File: src/pdm_regs.svh
/*
  constants of the power-down mode controller: register offsets, field positions,
  reset values and timing figures. assumes a 100 MHz system clock.
*/
// Notes on behaviour
// - nonzero divider select: divided cpu clock after bus cycle
// - transfer controller divided unless full-speed bit set
// - bus states counted in master clock ticks
// - zero divider select returns to high speed
// - sleep when standby select clear; speed kept
// - software standby when standby set, prescaler clear
// - reset pin or watchdog overflow enters reset
// - sleep halts cpu, peripherals keep running
// - accepted interrupt ends sleep; masked ones ignored
// - reset pin cancels sleep; released after settling
// - software standby stops cpu, peripherals, oscillator
// - standby wake: restart oscillator, settle, then interrupt
// - line wakes standby only when enabled, unmasked
// - reset in standby restarts clock for whole chip
// - standby pin low: hardware standby, ports float
// - ram enable cleared first; mode pins frozen
// - standby pin rises, reset released after settling
// - halt bit stops module at bus cycle end
// - after reset all modules but transfer controller halted
// - halted module registers are not accessible
// - transfer controller request beats its halt write
// - subclock enable set two cycles before power-down
`ifndef PDM_REGS_SVH
`define PDM_REGS_SVH
// ==================================================
// device register offsets
`define PDM_OFS_STANDBY_PIN_N_CTRL 8'h00
`define PDM_OFS_HALT 8'h04
`define PDM_OFS_IRQ_EN 8'h08
`define PDM_OFS_STATUS 8'h0c
// host register offsets
`define PDM_OFS_HCTRL 8'h10
`define PDM_OFS_HMODE 8'h14
`define PDM_OFS_HSTAT 8'h18
`define PDM_DEV_TOP 8'h0c
// ==================================================
// standby_control_reg fields
`define PDM_F_DIV_LO 0
`define PDM_F_DIV_HI 2
`define PDM_F_FULL 3
`define PDM_F_SOFTWARE_STANDBY_SELECT 4
`define PDM_F_STS_LO 5
`define PDM_F_STS_HI 7
`define PDM_F_PSS 8
`define PDM_F_SUBEN 9
`define PDM_F_RAM_ENABLE_BIT 10
`define PDM_STANDBY_PIN_N_RST 16'h0400
`define PDM_DIV_MAX 3'h5
// host control fields
`define PDM_H_RESET 0
`define PDM_H_STANDBY_PIN_N 1
`define PDM_H_SLEEP 2
`define PDM_H_WDT 3
`define PDM_H_SUBEN 4
`define PDM_HCTRL_RST 5'h01
// ==================================================
// timing
`define PDM_OSC_SETTLE_NS 10000
`define PDM_CLK_NS 10
`define PDM_SETTLE_CYC ((`PDM_OSC_SETTLE_NS + `PDM_CLK_NS - 1) / `PDM_CLK_NS)
`define PDM_SUB_WAIT_CYC 2
`endif

File: src/pdm_pkg.sv
/*
  types of the power-down mode controller.
  assumes pdm_regs.svh for the numbers.
*/
package pdm_pkg;
  typedef enum logic [5:0] {
    PDM_RESET = 6'h01,
    PDM_RUN = 6'h02,
    PDM_SLEEP = 6'h04,
    PDM_SWSTBY = 6'h08,
    PDM_SETTLE = 6'h10,
    PDM_HWSTBY = 6'h20
  } pdm_mode_e;
  typedef logic [15:0] pdm_data_t;
  typedef logic [7:0] pdm_addr_t;
endpackage : pdm_pkg

File: src/pdm_if.sv
/*
  link between the power-down controller (dev) and the cpu/pin side (host).
  assumes both ends on the same system clock.
*/
`timescale 1ns/100ps
interface pdm_if #(parameter int N = 8);
  logic reset_pin_n;
  logic standby_pin_n;
  logic sleep_exec;
  logic bus_end;
  logic wdt_ovf;
  logic nmi;
  logic [15:0] irq;
  logic int_pend;
  logic int_mask;
  logic dtc_req;
  logic [N-1:0] per_sel;
  pdm_pkg::pdm_addr_t addr;
  pdm_pkg::pdm_data_t wdata;
  logic wr;
  logic rd;
  pdm_pkg::pdm_data_t rdata;
  logic cpu_tick;
  logic dtc_tick;
  logic per_tick;
  logic osc_run;
  logic chip_reset;
  logic io_hiz;
  logic int_exc;
  logic rst_exc;
  logic [N-1:0] mstop;
  logic [N-1:0] mclear;
  logic [N-1:0] per_acc_en;
  logic ram_en;
  logic sub_en;
  pdm_pkg::pdm_mode_e mode;
  modport dev (
    input reset_pin_n, standby_pin_n, sleep_exec, bus_end, wdt_ovf, nmi, irq, int_pend,
    input int_mask, dtc_req, per_sel, addr, wdata, wr, rd,
    output rdata, cpu_tick, dtc_tick, per_tick, osc_run, chip_reset, io_hiz, int_exc,
    output rst_exc, mstop, mclear, per_acc_en, ram_en, sub_en, mode
  );
  modport host (
    output reset_pin_n, standby_pin_n, sleep_exec, bus_end, wdt_ovf, nmi, irq, int_pend,
    output int_mask, dtc_req, per_sel, addr, wdata, wr, rd,
    input rdata, cpu_tick, dtc_tick, per_tick, osc_run, chip_reset, io_hiz, int_exc,
    input rst_exc, mstop, mclear, per_acc_en, ram_en, sub_en, mode
  );
endinterface : pdm_if

File: src/pdm_dev.sv
/*
  power-down mode controller: clock division, sleep, software and hardware standby,
  module stop gating. assumes the host end drives pins and cpu events synchronously.
*/
// The placing of the registers and the strobed register port were left to the implementer.
`timescale 1ns/100ps
`include "pdm_regs.svh"
module pdm_dev #(
  parameter int N = 8,                          // module count, bit 0 = transfer controller
  parameter logic [7:0] LOSE_MASK = 8'he0,      // modules whose state is lost when stopped
  parameter int SETTLE_BASE = 256               // settle cycles for select 0, doubled per step
) (
  input wire logic sys_clk_i,   // system clock
  input wire logic rst_n_i,     // synchronous reset, active low
  pdm_if.dev lnk                // link to host end
);
  if (N < 2 || N > 16) begin : g_chk_n
    $error("pdm_dev: N out of range");
  end
  if (SETTLE_BASE < 1 || SETTLE_BASE > 1024) begin : g_chk_base
    $error("pdm_dev: SETTLE_BASE out of range");
  end

  // ==================================================
  // state
  pdm_pkg::pdm_mode_e mode_q, mode_d;
  pdm_pkg::pdm_data_t ctrl_q, ctrl_d;
  logic [N-1:0] halt_q, halt_d;
  logic [N-1:0] mstop_q, mstop_d;
  logic [15:0] irq_en_q, irq_en_d;
  logic [2:0] act_div_q, act_div_d;
  logic [4:0] div_cnt_q, div_cnt_d;
  logic [17:0] settle_q, settle_d;
  logic int_exc_q, int_exc_d;
  logic rst_exc_q, rst_exc_d;
  pdm_pkg::pdm_data_t rdata_q, rdata_d;

  logic [N-1:0] halt_rst;
  logic [2:0] sel_div;
  logic [4:0] div_len;
  logic div_tick;
  logic sleep_wake;
  logic standby_pin_n_wake;
  logic [17:0] settle_len;
  logic in_reset;

  assign halt_rst = {{(N-1){1'b1}}, 1'b0};
  assign sel_div = ctrl_q[`PDM_F_DIV_HI:`PDM_F_DIV_LO];
  assign div_len = 5'((6'h01 << act_div_q) - 6'h01);
  assign div_tick = (div_cnt_q == div_len);
  assign sleep_wake = lnk.nmi | (lnk.int_pend & ~lnk.int_mask);
  assign standby_pin_n_wake = lnk.nmi | ((|(lnk.irq & irq_en_q)) & ~lnk.int_mask);
  assign settle_len = 18'(SETTLE_BASE) << ctrl_q[`PDM_F_STS_HI:`PDM_F_STS_LO];
  assign in_reset = (mode_q == pdm_pkg::PDM_RESET) || (mode_q == pdm_pkg::PDM_HWSTBY);

  // ==================================================
  // operating mode
  always_comb begin
    mode_d = mode_q;
    settle_d = settle_q;
    int_exc_d = 1'b0;
    rst_exc_d = 1'b0;
    if (!lnk.standby_pin_n) begin
      mode_d = pdm_pkg::PDM_HWSTBY;
    end else if (!lnk.reset_pin_n || lnk.wdt_ovf) begin
      mode_d = pdm_pkg::PDM_RESET;
    end else begin
      unique case (mode_q)
        pdm_pkg::PDM_HWSTBY: begin
          mode_d = pdm_pkg::PDM_RESET;
        end
        pdm_pkg::PDM_RESET: begin
          mode_d = pdm_pkg::PDM_RUN;
          rst_exc_d = 1'b1;
        end
        pdm_pkg::PDM_RUN: begin
          if (lnk.sleep_exec) begin
            if (!ctrl_q[`PDM_F_SOFTWARE_STANDBY_SELECT]) begin
              mode_d = pdm_pkg::PDM_SLEEP;
            end else if (!ctrl_q[`PDM_F_PSS]) begin
              mode_d = pdm_pkg::PDM_SWSTBY;
            end
          end
        end
        pdm_pkg::PDM_SLEEP: begin
          if (sleep_wake) begin
            mode_d = pdm_pkg::PDM_RUN;
            int_exc_d = 1'b1;
          end
        end
        pdm_pkg::PDM_SWSTBY: begin
          settle_d = '0;
          if (standby_pin_n_wake) begin
            mode_d = pdm_pkg::PDM_SETTLE;
          end
        end
        pdm_pkg::PDM_SETTLE: begin
          settle_d = settle_q + 18'h00001;
          if (settle_q >= settle_len - 18'h00001) begin
            mode_d = pdm_pkg::PDM_RUN;
            int_exc_d = 1'b1;
          end
        end
        default: begin
          mode_d = pdm_pkg::PDM_RESET;
        end
      endcase
    end
    if (!rst_n_i) begin
      mode_d = pdm_pkg::PDM_RESET;
      settle_d = '0;
      int_exc_d = 1'b0;
      rst_exc_d = 1'b0;
    end
  end

  always_ff @(posedge sys_clk_i) begin
    mode_q <= mode_d;
    settle_q <= settle_d;
    int_exc_q <= int_exc_d;
    rst_exc_q <= rst_exc_d;
  end

  // ==================================================
  // registers and bus slave
  always_comb begin
    ctrl_d = ctrl_q;
    halt_d = halt_q;
    irq_en_d = irq_en_q;
    rdata_d = rdata_q;
    if (lnk.wr) begin
      unique case (lnk.addr)
        `PDM_OFS_STANDBY_PIN_N_CTRL: ctrl_d = lnk.wdata;
        `PDM_OFS_HALT: begin
          halt_d = lnk.wdata[N-1:0];
          // a coincident bus request keeps the controller running; software retries
          if (lnk.dtc_req) begin
            halt_d[0] = halt_q[0];
          end
        end
        `PDM_OFS_IRQ_EN: irq_en_d = lnk.wdata;
        default: ;
      endcase
    end
    if (lnk.rd) begin
      unique case (lnk.addr)
        `PDM_OFS_STANDBY_PIN_N_CTRL: rdata_d = ctrl_q;
        `PDM_OFS_HALT: rdata_d = 16'(halt_q);
        `PDM_OFS_IRQ_EN: rdata_d = irq_en_q;
        `PDM_OFS_STATUS: rdata_d = {10'h000, mode_q};
        default: rdata_d = '0;
      endcase
    end
    // every reset and hardware standby restores defaults, which also drops medium speed
    if (!rst_n_i || in_reset) begin
      ctrl_d = `PDM_STANDBY_PIN_N_RST;
      halt_d = halt_rst;
      irq_en_d = '0;
      rdata_d = '0;
    end
  end

  always_ff @(posedge sys_clk_i) begin
    ctrl_q <= ctrl_d;
    halt_q <= halt_d;
    irq_en_q <= irq_en_d;
    rdata_q <= rdata_d;
  end

  // ==================================================
  // speed and module stop, both applied at a bus cycle boundary
  always_comb begin
    act_div_d = act_div_q;
    mstop_d = mstop_q;
    div_cnt_d = div_tick ? 5'h00 : div_cnt_q + 5'h01;
    if (lnk.bus_end) begin
      act_div_d = (sel_div > `PDM_DIV_MAX) ? `PDM_DIV_MAX : sel_div;
      mstop_d = halt_q;
      // restart only on a new ratio, so a boundary held high keeps the divider counting
      if (act_div_d != act_div_q) begin
        div_cnt_d = 5'h00;
      end
    end
    if (!rst_n_i || in_reset) begin
      act_div_d = 3'h0;
      mstop_d = halt_rst;
      div_cnt_d = 5'h00;
    end
  end

  always_ff @(posedge sys_clk_i) begin
    act_div_q <= act_div_d;
    mstop_q <= mstop_d;
    div_cnt_q <= div_cnt_d;
  end

  // ==================================================
  // outputs
  logic running;
  assign running = (mode_q == pdm_pkg::PDM_RUN);
  assign lnk.cpu_tick = running & div_tick;
  assign lnk.dtc_tick = (running | (mode_q == pdm_pkg::PDM_SLEEP)) & ~mstop_q[0] &
                        (ctrl_q[`PDM_F_FULL] | div_tick);
  assign lnk.per_tick = running | (mode_q == pdm_pkg::PDM_SLEEP);
  assign lnk.osc_run = (mode_q != pdm_pkg::PDM_SWSTBY) & (mode_q != pdm_pkg::PDM_HWSTBY);
  assign lnk.chip_reset = in_reset;
  assign lnk.io_hiz = (mode_q == pdm_pkg::PDM_HWSTBY);
  assign lnk.int_exc = int_exc_q;
  assign lnk.rst_exc = rst_exc_q;
  assign lnk.mstop = mstop_q;
  assign lnk.rdata = rdata_q;
  assign lnk.ram_en = ctrl_q[`PDM_F_RAM_ENABLE_BIT];
  assign lnk.sub_en = ctrl_q[`PDM_F_SUBEN];
  assign lnk.mode = mode_q;

  genvar g;
  generate
    for (g = 0; g < N; g++) begin : g_mod
      // stopped or standby modules in the lossy set are cleared, the rest hold
      assign lnk.mclear[g] = LOSE_MASK[g % 8] &
                             (mstop_q[g] | (mode_q == pdm_pkg::PDM_SWSTBY));
      assign lnk.per_acc_en[g] = lnk.per_sel[g] & ~mstop_q[g];
    end
  endgenerate
endmodule : pdm_dev

File: src/flat_wrapper.sv
// flat-port wrapper written by rule: the top's interface ports become plain ports
module pdm_dev_flat 
#(
  parameter int N = 8,                                                                      
  parameter logic [7:0] LOSE_MASK = 8'he0,                                                 
  parameter int SETTLE_BASE = 256                                                              
)
  (sys_clk_i, rst_n_i, lnk_reset_pin_n, lnk_standby_pin_n, lnk_sleep_exec, lnk_bus_end, lnk_wdt_ovf, lnk_nmi, lnk_irq, lnk_int_pend, lnk_int_mask, lnk_dtc_req, lnk_per_sel, lnk_addr, lnk_wdata, lnk_wr, lnk_rd, lnk_rdata, lnk_cpu_tick, lnk_dtc_tick, lnk_per_tick, lnk_osc_run, lnk_chip_reset, lnk_io_hiz, lnk_int_exc, lnk_rst_exc, lnk_mstop, lnk_mclear, lnk_per_acc_en, lnk_ram_en, lnk_sub_en, lnk_mode);
  pdm_if #(.N(N)) lnk_i ();
  input wire logic sys_clk_i;
  input wire logic rst_n_i;
  input wire logic [$bits(lnk_i.reset_pin_n)-1:0] lnk_reset_pin_n;
  input wire logic [$bits(lnk_i.standby_pin_n)-1:0] lnk_standby_pin_n;
  input wire logic [$bits(lnk_i.sleep_exec)-1:0] lnk_sleep_exec;
  input wire logic [$bits(lnk_i.bus_end)-1:0] lnk_bus_end;
  input wire logic [$bits(lnk_i.wdt_ovf)-1:0] lnk_wdt_ovf;
  input wire logic [$bits(lnk_i.nmi)-1:0] lnk_nmi;
  input wire logic [$bits(lnk_i.irq)-1:0] lnk_irq;
  input wire logic [$bits(lnk_i.int_pend)-1:0] lnk_int_pend;
  input wire logic [$bits(lnk_i.int_mask)-1:0] lnk_int_mask;
  input wire logic [$bits(lnk_i.dtc_req)-1:0] lnk_dtc_req;
  input wire logic [$bits(lnk_i.per_sel)-1:0] lnk_per_sel;
  input wire logic [$bits(lnk_i.addr)-1:0] lnk_addr;
  input wire logic [$bits(lnk_i.wdata)-1:0] lnk_wdata;
  input wire logic [$bits(lnk_i.wr)-1:0] lnk_wr;
  input wire logic [$bits(lnk_i.rd)-1:0] lnk_rd;
  output wire logic [$bits(lnk_i.rdata)-1:0] lnk_rdata;
  output wire logic [$bits(lnk_i.cpu_tick)-1:0] lnk_cpu_tick;
  output wire logic [$bits(lnk_i.dtc_tick)-1:0] lnk_dtc_tick;
  output wire logic [$bits(lnk_i.per_tick)-1:0] lnk_per_tick;
  output wire logic [$bits(lnk_i.osc_run)-1:0] lnk_osc_run;
  output wire logic [$bits(lnk_i.chip_reset)-1:0] lnk_chip_reset;
  output wire logic [$bits(lnk_i.io_hiz)-1:0] lnk_io_hiz;
  output wire logic [$bits(lnk_i.int_exc)-1:0] lnk_int_exc;
  output wire logic [$bits(lnk_i.rst_exc)-1:0] lnk_rst_exc;
  output wire logic [$bits(lnk_i.mstop)-1:0] lnk_mstop;
  output wire logic [$bits(lnk_i.mclear)-1:0] lnk_mclear;
  output wire logic [$bits(lnk_i.per_acc_en)-1:0] lnk_per_acc_en;
  output wire logic [$bits(lnk_i.ram_en)-1:0] lnk_ram_en;
  output wire logic [$bits(lnk_i.sub_en)-1:0] lnk_sub_en;
  output wire logic [$bits(lnk_i.mode)-1:0] lnk_mode;
  assign lnk_i.reset_pin_n = lnk_reset_pin_n;
  assign lnk_i.standby_pin_n = lnk_standby_pin_n;
  assign lnk_i.sleep_exec = lnk_sleep_exec;
  assign lnk_i.bus_end = lnk_bus_end;
  assign lnk_i.wdt_ovf = lnk_wdt_ovf;
  assign lnk_i.nmi = lnk_nmi;
  assign lnk_i.irq = lnk_irq;
  assign lnk_i.int_pend = lnk_int_pend;
  assign lnk_i.int_mask = lnk_int_mask;
  assign lnk_i.dtc_req = lnk_dtc_req;
  assign lnk_i.per_sel = lnk_per_sel;
  assign lnk_i.addr = lnk_addr;
  assign lnk_i.wdata = lnk_wdata;
  assign lnk_i.wr = lnk_wr;
  assign lnk_i.rd = lnk_rd;
  assign lnk_rdata = lnk_i.rdata;
  assign lnk_cpu_tick = lnk_i.cpu_tick;
  assign lnk_dtc_tick = lnk_i.dtc_tick;
  assign lnk_per_tick = lnk_i.per_tick;
  assign lnk_osc_run = lnk_i.osc_run;
  assign lnk_chip_reset = lnk_i.chip_reset;
  assign lnk_io_hiz = lnk_i.io_hiz;
  assign lnk_int_exc = lnk_i.int_exc;
  assign lnk_rst_exc = lnk_i.rst_exc;
  assign lnk_mstop = lnk_i.mstop;
  assign lnk_mclear = lnk_i.mclear;
  assign lnk_per_acc_en = lnk_i.per_acc_en;
  assign lnk_ram_en = lnk_i.ram_en;
  assign lnk_sub_en = lnk_i.sub_en;
  assign lnk_mode = lnk_i.mode;
  pdm_dev #(.N(N), .LOSE_MASK(LOSE_MASK), .SETTLE_BASE(SETTLE_BASE)) u_core (.sys_clk_i(sys_clk_i), .rst_n_i(rst_n_i), .lnk(lnk_i));
endmodule
File: config.mk
export PLATFORM = sky130hd
export DESIGN_NAME = pdm_dev_flat
export DESIGN_NICKNAME = d
export VERILOG_FILES = /design/src/pdm_pkg.sv /design/src/pdm_if.sv /design/src/pdm_dev.sv /design/src/flat_wrapper.sv
export VERILOG_INCLUDE_DIRS = /design/src
export SDC_FILE = /design/constraint.sdc
export NUM_CORES = 1
export LEC_CHECK = 0
export BUFFER_PORTS_ARGS = -buffer_cell sky130_fd_sc_hd__clkbuf_2
export CORE_ASPECT_RATIO = 2
export CORE_UTILIZATION = 49
export DETAILED_ROUTE_END_ITERATION = 7
export GPL_ROUTABILITY_DRIVEN = 0
export PLACE_DENSITY_LB_ADDON = 0.3
export SLEW_MARGIN = 5
export SYNTH_ARGS = -nofsm -noshare
export SYNTH_HDL_FRONTEND = slang
export SYNTH_SLANG_ARGS = --single-unit
File: constraint.sdc
create_clock -name sys_clk_i -period 2.9 [get_ports sys_clk_i]
set_input_delay 0.435 -clock sys_clk_i [delete_from_list [all_inputs] [get_ports sys_clk_i]]
set_output_delay 0.435 -clock sys_clk_i [all_outputs]
set_load 0.05 [all_outputs]
==> qor.yml, run 1 <==
timing:
  slew_headroom_pct: 56.7
  hold_viol_final: 0
  worst_slew_pin_slew_ns: 0.650
  whs_ns: 0.286
  min_period_ns: 2.80
  finalMaxSlewViolations: 0
  finClkSkew_ns: 0.00815
  fmax_mhz: 358
  rsz0062_at_grt: "true"
  setup_viol: 0
  finalSetupTns_ns: 0
  fin_crit_sh_pct: 96.4
setup_path:
  end_kind: "output pin"
  path_class: "flip-flop to output pin"
  critPathRequiredTime_ns: 2.47
  crit_fanout: 8
  slowest_stage: "dfxtp_4"
  max_stage_delay_ns: 0.38
  setup.worst_path.start: "u_core.act_div_q[2]"
  worst_ep_arrival_time_ns: 2.36
  worstSetupStartpointType: "flip-flop"
  cp_common_cell: "o21ai_1"
  timing.rr.start: "u_core.ctrl_q[5]"
  cp_num_buf_inv: 2
  path_cells: "nor3_4, inv_2, ha_4, xor2_1, o21ai_1, a211oi_1, o21ai_1, a221oi_2, clkbuf_8"
  cp_top_family: "compound AO/OA/AOI/OAI gates"
detailed_routing:
  routed_wl_um: 14000
  drc_errors: 0
  dr.first_iter.drc_count: 373
  vias: 4722
  firstDrtPassIters: 6
  vias_per_cell: 5.75
  ant_nets: 0
  wl_per_cell_um: 17.1
place:
  port_buffers: 111
  dpl.hpwl_um: 10700
clock_tree:
  cts_buffers: 9
  cts_max_path_buffers: 2
  cts_tree: "built"
  insertion_delay_ns: 0.35
  htree_levels: 3
  cts.reportedPaths.clkPinSlew_ns: 0.07
  cts-root-buf: "clkbuf_16"
  clock_sinks: 98
cells_and_area:
  multi_input_area_mm2: 0.00277
  layout.nets: 757
  final_cell_mix: "clkbuf_2 (109), dfxtp_1 (94), nand2_1 (69)"
  layout_commonest_cell: "clkbuf_2"
  drive_above_1_share_pct: 25.1
  fin_util_pct: 60.6
  fillers: 906
  diodes: 0
  seq_area_mm2: 0.00197
  syn_to_final_growth_pct: 19.9
hold_path:
  worstHoldPathType: "primary input to flip-flop"
  min-delay-start: "lnk_standby_pin_n"
pwr:
  leakage_nw: 2.35
  vdd_drop_max_uv: 453
  power.density_mw_per_mm2: 457
floorplan:
  die_h_um: 144
  fp-row-count: 51
  initial_core_util_pct: 50.5
  ios: 117
  fp.dieArea_mm2: 0.0105
  die_w_um: 72.9
  design.core.area_mm2: 0.00976
synthesis:
  synth_cell_types: 66
  synth_top_area_share_pct: 39.8
  synth_edf_count: 0
  yosysTopAreaCell: "dfxtp_1"
  syn_inst: 582
  synth_warnings: 0
  synth-seq-area-share_pct: 39.8
  synth_area_leaders: "dfxtp_1 (40%), nand2_1 (5.3%), a21oi_1 (5.0%)"
  synth_seq_cells: 98
  syn_avg_cell_area_um2: 8.47
  synth_area_mm2: 0.00493
  synth_flop_cell: "dfxtp_1"
  async_reset_ff_share_pct: 0
run:
  cap_viol_max_count: 0
global_routing:
  grt_start_max_net_pins: 53
  antenna_found_initial: 0
  grt_pass1_wl_um: 22400
  track_usage_pct: 28.2
  grt_pass1_vias: 4661
  overflow: 0
outcome:
  outcome: "finished, final reports clean"
[final timing paths]
check        slack [ns]  depth (start not counted)                 end
max                0.10                          9        lnk_dtc_tick
min                0.29                          2  u_core.lnk.mode[5]
max reg2reg        0.15                         11  u_core.lnk.mode[4]
min reg2reg        0.46                          2   u_core.ctrl_q[14]
[where the power goes]
part | leakage (nW) | internal [mW] | switching (mW)
registers | 0.793 | 1.35 | 0.00660
clock network | 0.136 | 0.587 | 0.532
logic | 1.42 | 0.0822 | 0.151
total | 2.35 | 2.02 | 0.690
[area by class of cell]
class | count | area share [%]
well taps | 132 | 2.79
clock buffers | 9 | 3.81
flip-flops and latches | 98 | 33.4
multi-input cells | 436 | 46.8
repair buffers | 127 | 11.6
inverters | 12 | 0.761
clock inverters | 7 | 0.888
[stage by stage]
| step | setup WS (ns) | cells | instance area [um^2] | power [mW] |
|---|---|---|---|---|
| global placement | 0.304 | 803 | 5570 | 1.61 |
| global route | -0.0670 | 821 | 5920 | 2.80 |
| floorplan | 0.102 | 586 | 4950 | 1.53 |
| CTS | 0.0232 | 819 | 5870 | 2.72 |
| detailed placement | 0.129 | 803 | 5570 | 1.61 |
| finish | 0.104 | 821 | 5920 | 2.71 |
[registers in the layout, indices dropped and copies added (netlist names), 3 cells and up]
name and cells:
u_core.act_div_q 3, u_core.lnk.mode 6, u_core.ctrl_q 16, u_core.lnk.rdata 16
u_core.settle_q 18, u_core.lnk.mstop 8, u_core.div_cnt_q 5, u_core.irq_en_q 16
u_core.halt_q 8
[metal layers]
layer / GRT usage, % / part of all wire [%]
met1: 28.5 / 35
met2: 51.3 / 54
met3: 4.21 / 4.6
met5: 0 / 0
met4: 19.7 / 6.3
[kinds of logic after synthesis]
family                     synth area share, %
buffers and inverters                     5.15
AOI/OAI and AO/OA                         16.9
muxes                                     5.23
and+or+nand+nor                           25.0
adders and majority gates                 3.04
DFF                                       39.8
other                                    0.152
xor gates and xnor gates                  4.79
[cell usage after synthesis, types with 5 or more instances]
| cell | number |
|---|---|
| a21oi_1 | 49 |
| a221oi_1 | 5 |
| a222oi_1 | 6 |
| a22oi_1 | 8 |
| a2bb2oi_1 | 14 |
| buf_2 | 8 |
| buf_4 | 11 |
| clkbuf_1 | 19 |
| dfxtp_1 | 98 |
| ha_1 | 12 |
| inv_1 | 12 |
| mux2_2 | 6 |
| mux2i_1 | 19 |
| nand2_1 | 69 |
| nand2b_1 | 5 |
| nand3_1 | 46 |
| nand4_1 | 5 |
| nor2_1 | 62 |
| nor2b_1 | 14 |
| nor3_1 | 11 |
| o21ai_0 | 10 |
| xnor2_1 | 13 |
| xor2_1 | 14 |
[timing repair]
action / 4_1_cts / 5_1_grt
pin swaps: 0 / 4
setup buffers: 0 / 2
resized for setup: 6 / 13
setup endpoints to repair: 2 / 4
hold buffers: 0 / 0
cloned: 0 / 0
Note: power is estimated with default switching activity, not from simulation.
==> run 2: changes to the inputs <==
- CORE_MARGIN: not set -> 4
==> qor.yml, run 2 (synthesis gave the netlist of run 1 again) <==
detailed_routing:
  dr.first_iter.drc_count: 266  # -29%
  dr_wl_met3_um: 805  # +25%
  firstDrtPassIters: 5  # -1
  wl_met1_um: 4950  # +1.6%
  wl_met2_um: 7750  # +1.4%
  vias: 4761  # +0.83%
  wl_per_cell_um: 17.6  # +3.0%
  drc_errors: 0  # unchanged
  ant_nets: 0  # unchanged
  highest_layer: "met4"
  routed_wl_um: 14400  # +2.7%
  vias_per_cell: 5.81  # +1.1%
setup_path:
  critPathRequiredTime_ns: 2.47  # about the same
  crit_fanout: 8  # unchanged
  cp_num_buf_inv: 2  # unchanged
  worstSetupStartpointType: "flip-flop"
  slowest_stage: "dfxtp_4"
  cp_top_family: "simple AND/OR/NAND/NOR gates"
  worst_ep_arrival_time_ns: 2.32  # -0.04 ns
  path_cells: "nor3_4, inv_2, ha_4, and2_1, o21ai_1, and3b_1, o21ai_2, a221oi_2, clkbuf_8"
  end_kind: "output pin"
  path_class: "flip-flop to output pin"
  max_stage_delay_ns: 0.37  # about the same
timing:
  hold_viol_final: 0  # unchanged
  fin_crit_sh_pct: 94.9  # -1.5 points
  worst_slew_pin_slew_ns: 0.559  # -0.0909 ns
  setup_ws_ns: 0.148  # +0.0441 ns
  slew_headroom_pct: 62.2  # +5.5 points
  setup_viol: 0  # unchanged
  finClkSkew_ns: 0.00795  # -0.000204 ns
  min_period_ns: 2.75  # -0.0441 ns
  rsz0062_at_grt: "false"
  finalSetupTns_ns: 0  # unchanged
  fmax_mhz: 363  # +1.6%
  finalMaxSlewViolations: 0  # unchanged
  whs_ns: 0.299  # +0.0135 ns
hold_path:
  worstHoldPathType: "primary input to flip-flop"
place:
  dpl.hpwl_um: 11100  # +3.5%
  dpl_worst_slack_ns: 0.0963  # -0.0329 ns
  port_buffers: 111  # unchanged
  placed_cells: 800  # -0.37%
cells_and_area:
  seq_area_mm2: 0.00197  # -0.19%
  largest_reg_flops: 18  # unchanged
  diodes: 0  # unchanged
  fillers: 883  # -2.5%
  finalNonFillerCells: 819  # -0.24%
  final_cell_mix: "clkbuf_2 (110), dfxtp_1 (95), nand2_1 (69)"
  syn_to_final_growth_pct: 20.2
  layout.nets: 755  # -0.26%
  multi_input_area_mm2: 0.00280  # +1.0%
  drive_above_1_share_pct: 25.5  # +0.36 points
  largest_register: "u_core.settle_q"
  layout_commonest_cell: "clkbuf_2"
floorplan:
  design.core.area_mm2: 0.00976  # unchanged
  ios: 117  # unchanged
  die_w_um: 78.9  # +8.2%
  die_h_um: 150  # +4.2%
  initial_core_util_pct: 50.5  # unchanged
  fp-row-count: 51  # unchanged
  fp.dieArea_mm2: 0.0118  # +13%
global_routing:
  grt_pass1_vias: 4604  # -1.2%
  overflow: 0  # unchanged
  grt_pass1_wl_um: 22700  # +1.5%
  grt_start_max_net_pins: 53  # unchanged
  antenna_found_initial: 0  # unchanged
  track_usage_pct: 24.8  # -3.4 points
clock_tree:
  cts-root-buf: "clkbuf_16"
  hold_buffers: 0  # unchanged
  cts_tree: "built"
  clock_sinks: 98  # unchanged
  insertion_delay_ns: 0.34  # about the same
  cts_buffers: 9  # unchanged
  htree_levels: 3  # unchanged
  cts.reportedPaths.clkPinSlew_ns: 0.07  # about the same
  cts_max_path_buffers: 2  # unchanged
pwr:
  leakage_nw: 2.33  # -0.83%
  power.density_mw_per_mm2: 458  # +0.24%
  vdd_drop_max_uv: 421  # -6.9%
run:
  cap_viol_max_count: 0  # unchanged
outcome:
  outcome: "finished, final reports clean"
==> run 2: worst register-to-register path: stages (launching register included) <==
cell and delay [ns]:
dfxtp_1 0.48, nor2_1 0.11, nand2_1 0.09, ha_2 0.25
nor3_2 0.05, a21o_1 0.16, a21oi_1 0.16, ha_1 0.26
o21ai_0 0.17, o211ai_1 0.12, o31ai_2 0.25, nand2_1 0.11
a41oi_1 0.22, nor2_1 0.06
==> run 2: area by class of cell <==
class | count | share of cell area, %
clock inverters | 5 | 0.654
well taps | 132 | 2.79
flip-flops and latches | 98 | 33.2
inverters | 12 | 0.760
multi-input cells | 436 | 47.2
clock buffers | 11 | 4.10
repair buffers | 125 | 11.3
==> run 2: report_power, final <==
group	leakage, nW	switching [mW]	internal (mW)
sequential	0.792	0.00663	1.35
combinational	1.41	0.154	0.0853
clock	0.124	0.516	0.608
==> run 2: what timing repair did <==
action | 4_1_cts | 5_1_grt
resized for setup | 9 | 14
pin swaps | 0 | 3
setup buffers | 1 | 2
setup endpoints to repair | 2 | 4
==> run 2: through the flow <==
step	util (%)	power, mW	area, um^2
after floorplan	-	1.53	4950
after global placement	56.8	1.61	5550
after detailed placement	56.8	1.61	5550
after CTS	60.1	2.72	5860
after global routing	60.7	2.81	5930
final	60.7	2.72	5930
==> run 2: per-layer routing <==
layer | up-vias | global-route usage [%]
met1 | 2254 | 24.8
li1 | 2244 | -
met4 | 0 | 16.9
met2 | 206 | 45.7
met3 | 57 | 4.04
met5 | - | 0
==> run 2: final timing paths <==
| path | startpoint | slack (ns) | depth (start not counted) | end |
|---|---|---|---|---|
| hold / removal | lnk_standby_pin_n | 0.30 | 2 | u_core.lnk.mode[5] |
| setup reg to reg | u_core.ctrl_q[6] | 0.30 | 13 | u_core.lnk.mode[1] |
| setup / recovery | u_core.act_div_q[2] | 0.15 | 9 | lnk_dtc_tick |
| hold reg to reg | u_core.ctrl_q[13] | 0.46 | 2 | u_core.ctrl_q[13] |
==> run 3: changes to the inputs <==
- CAP_MARGIN: not set -> 40
- PLACE_DENSITY: not set -> 0.81
- PLACE_DENSITY_LB_ADDON: 0.3 -> not set
==> qor.yml, run 3 (synthesis gave the netlist of run 1 again) <==
floorplan:
  fp-row-count: 51  # unchanged
  fp.dieArea_mm2: 0.0118  # unchanged
  die_h_um: 150  # unchanged
  design.core.area_mm2: 0.00976  # unchanged
  initial_core_util_pct: 50.5  # unchanged
  ios: 117  # unchanged
  die_w_um: 78.9  # unchanged
timing:
  slew_headroom_pct: 60.6  # -1.6 points
  rsz0062_at_grt: "true"
  fmax_mhz: 357  # -1.8%
  finClkSkew_ns: 0.00932  # +0.00137 ns
  whs_ns: 0.288  # -0.0107 ns
  finalMaxSlewViolations: 0  # unchanged
  fin_crit_sh_pct: 96.6  # +1.7 points
  setup_viol: 0  # unchanged
  min_period_ns: 2.80  # +0.0494 ns
  hold_viol_final: 0  # unchanged
  worst_slew_pin_slew_ns: 0.586  # +0.0267 ns
  finalSetupTns_ns: 0  # unchanged
cells_and_area:
  drive_above_1_share_pct: 25.6  # +0.15 points
  syn_to_final_growth_pct: 20.3
  fin_util_pct: 60.8  # +0.090 points
  largest_reg_flops: 18  # unchanged
  diodes: 0  # unchanged
  final_cell_mix: "clkbuf_2 (109), dfxtp_1 (94), nand2_1 (69)"
  layout_commonest_cell: "clkbuf_2"
  layout.nets: 755  # unchanged
  largest_register: "u_core.settle_q"
pwr:
  power.density_mw_per_mm2: 459  # +0.12%
  leakage_nw: 2.36  # +1.5%
  vdd_drop_max_uv: 443  # +5.1%
clock_tree:
  cts-root-buf: "clkbuf_16"
  cts_buffers: 9  # unchanged
  insertion_delay_ns: 0.34  # about the same
  clock_sinks: 98  # unchanged
  htree_levels: 3  # unchanged
  cts_max_path_buffers: 2  # unchanged
  cts_tree: "built"
  cts.reportedPaths.clkPinSlew_ns: 0.07  # about the same
global_routing:
  grt_start_max_net_pins: 53  # unchanged
  overflow: 0  # unchanged
  antenna_found_initial: 0  # unchanged
  grt_pass1_vias: 4716  # +2.4%
  track_usage_pct: 24.5  # -0.22 points
  grt_pass1_wl_um: 22800  # +0.61%
setup_path:
  end_kind: "output pin"
  crit_fanout: 6  # -2
  worst_ep_arrival_time_ns: 2.37  # +0.05 ns
  path_class: "flip-flop to output pin"
  slowest_stage: "dfxtp_4"
  max_stage_delay_ns: 0.37  # about the same
  cp_num_buf_inv: 2  # unchanged
  critPathRequiredTime_ns: 2.47  # about the same
  cp_top_family: "compound AO/OA/AOI/OAI gates"
  path_cells: "nor3_4, inv_2, ha_4, xor2_1, o21ai_1, a211oi_2, o21ai_2, a221oi_2, clkbuf_8"
  worstSetupStartpointType: "flip-flop"
place:
  dpl.hpwl_um: 11000  # -0.80%
  port_buffers: 111  # unchanged
detailed_routing:
  vias: 4787  # +0.55%
  dr.first_iter.drc_count: 419  # +58%
  routed_wl_um: 14300  # -0.99%
  vias_per_cell: 5.84  # +0.55%
  firstDrtPassIters: 7  # +2
  drc_errors: 0  # unchanged
  wl_per_cell_um: 17.4  # -0.99%
  ant_nets: 0  # unchanged
hold_path:
  worstHoldPathType: "primary input to flip-flop"
outcome:
  outcome: "finished, final reports clean"
run:
  cap_viol_max_count: 0  # unchanged
## run 3: metrics by stage
step | setup WS, ns | total power [mW] | std cells | area, um^2
2_1_floorplan | 0.102 | 1.53 | 586 | 4950
6_report | 0.0990 | 2.72 | 819 | 5940
4_1_cts | 0.00224 | 2.73 | 815 | 5850
3_5_place_dp | 0.0982 | 1.61 | 799 | 5540
3_3_place_gp | 0.313 | 1.61 | 799 | 5540
5_1_grt | -0.00838 | 2.82 | 819 | 5940
## run 3: path summary, 6_finish.rpt
kind / slack (ns) / from / endpoint / depth (start not counted)
hold / removal: 0.29 / lnk_standby_pin_n / u_core.lnk.mode[5] / 2
hold reg to reg: 0.46 / u_core.ctrl_q[15] / u_core.ctrl_q[15] / 2
setup / recovery: 0.1 / u_core.act_div_q[2] / lnk_dtc_tick / 9
setup reg to reg: 0.28 / u_core.ctrl_q[5] / u_core.lnk.mode[1] / 13
## run 3: routing by layer
metal	global-route usage [%]	vias up	part of all wire [%]
met5	0	-	0
met1	25.3	2262	34
li1	-	2244	-
met4	14.9	0	5.3
met2	44.9	226	54
met3	4.52	55	6.7
## run 3: layout make-up
cell class	count	area (um^2)
clock buffer	9	225
clock inverter	7	56.3
fill	830	3830
inverter	12	45.0
multi-input combinational	436	2790
sequential	98	1970
tap	132	165
timing repair buffer	125	677
## run 3: power by group
part	leakage, nW	internal (mW)	switching [mW]	total [mW]
Clock	0.137	0.594	0.543	1.14
Sequential	0.793	1.35	0.0104	1.36
Combinational	1.43	0.0809	0.150	0.231
## run 3: worst register-to-register path, stage by stage, from the launching register on
cell      delay [ns]
dfxtp_1         0.41
nor3_2          0.26
inv_1           0.07
ha_1            0.27
nor3_2          0.15
a21o_1          0.10
a21oi_1         0.06
ha_1            0.30
o21ai_1         0.15
o211ai_1        0.12
o31ai_2         0.25
nand2_1         0.11
a41oi_1         0.22
nor2_1          0.05
## run 3: what timing repair did
item,CTS,global route
pin swaps,0,5
endpoints found under the setup margin,2,5
gates resized for setup,9,15
buffers inserted,0,4
hold buffers,0,0
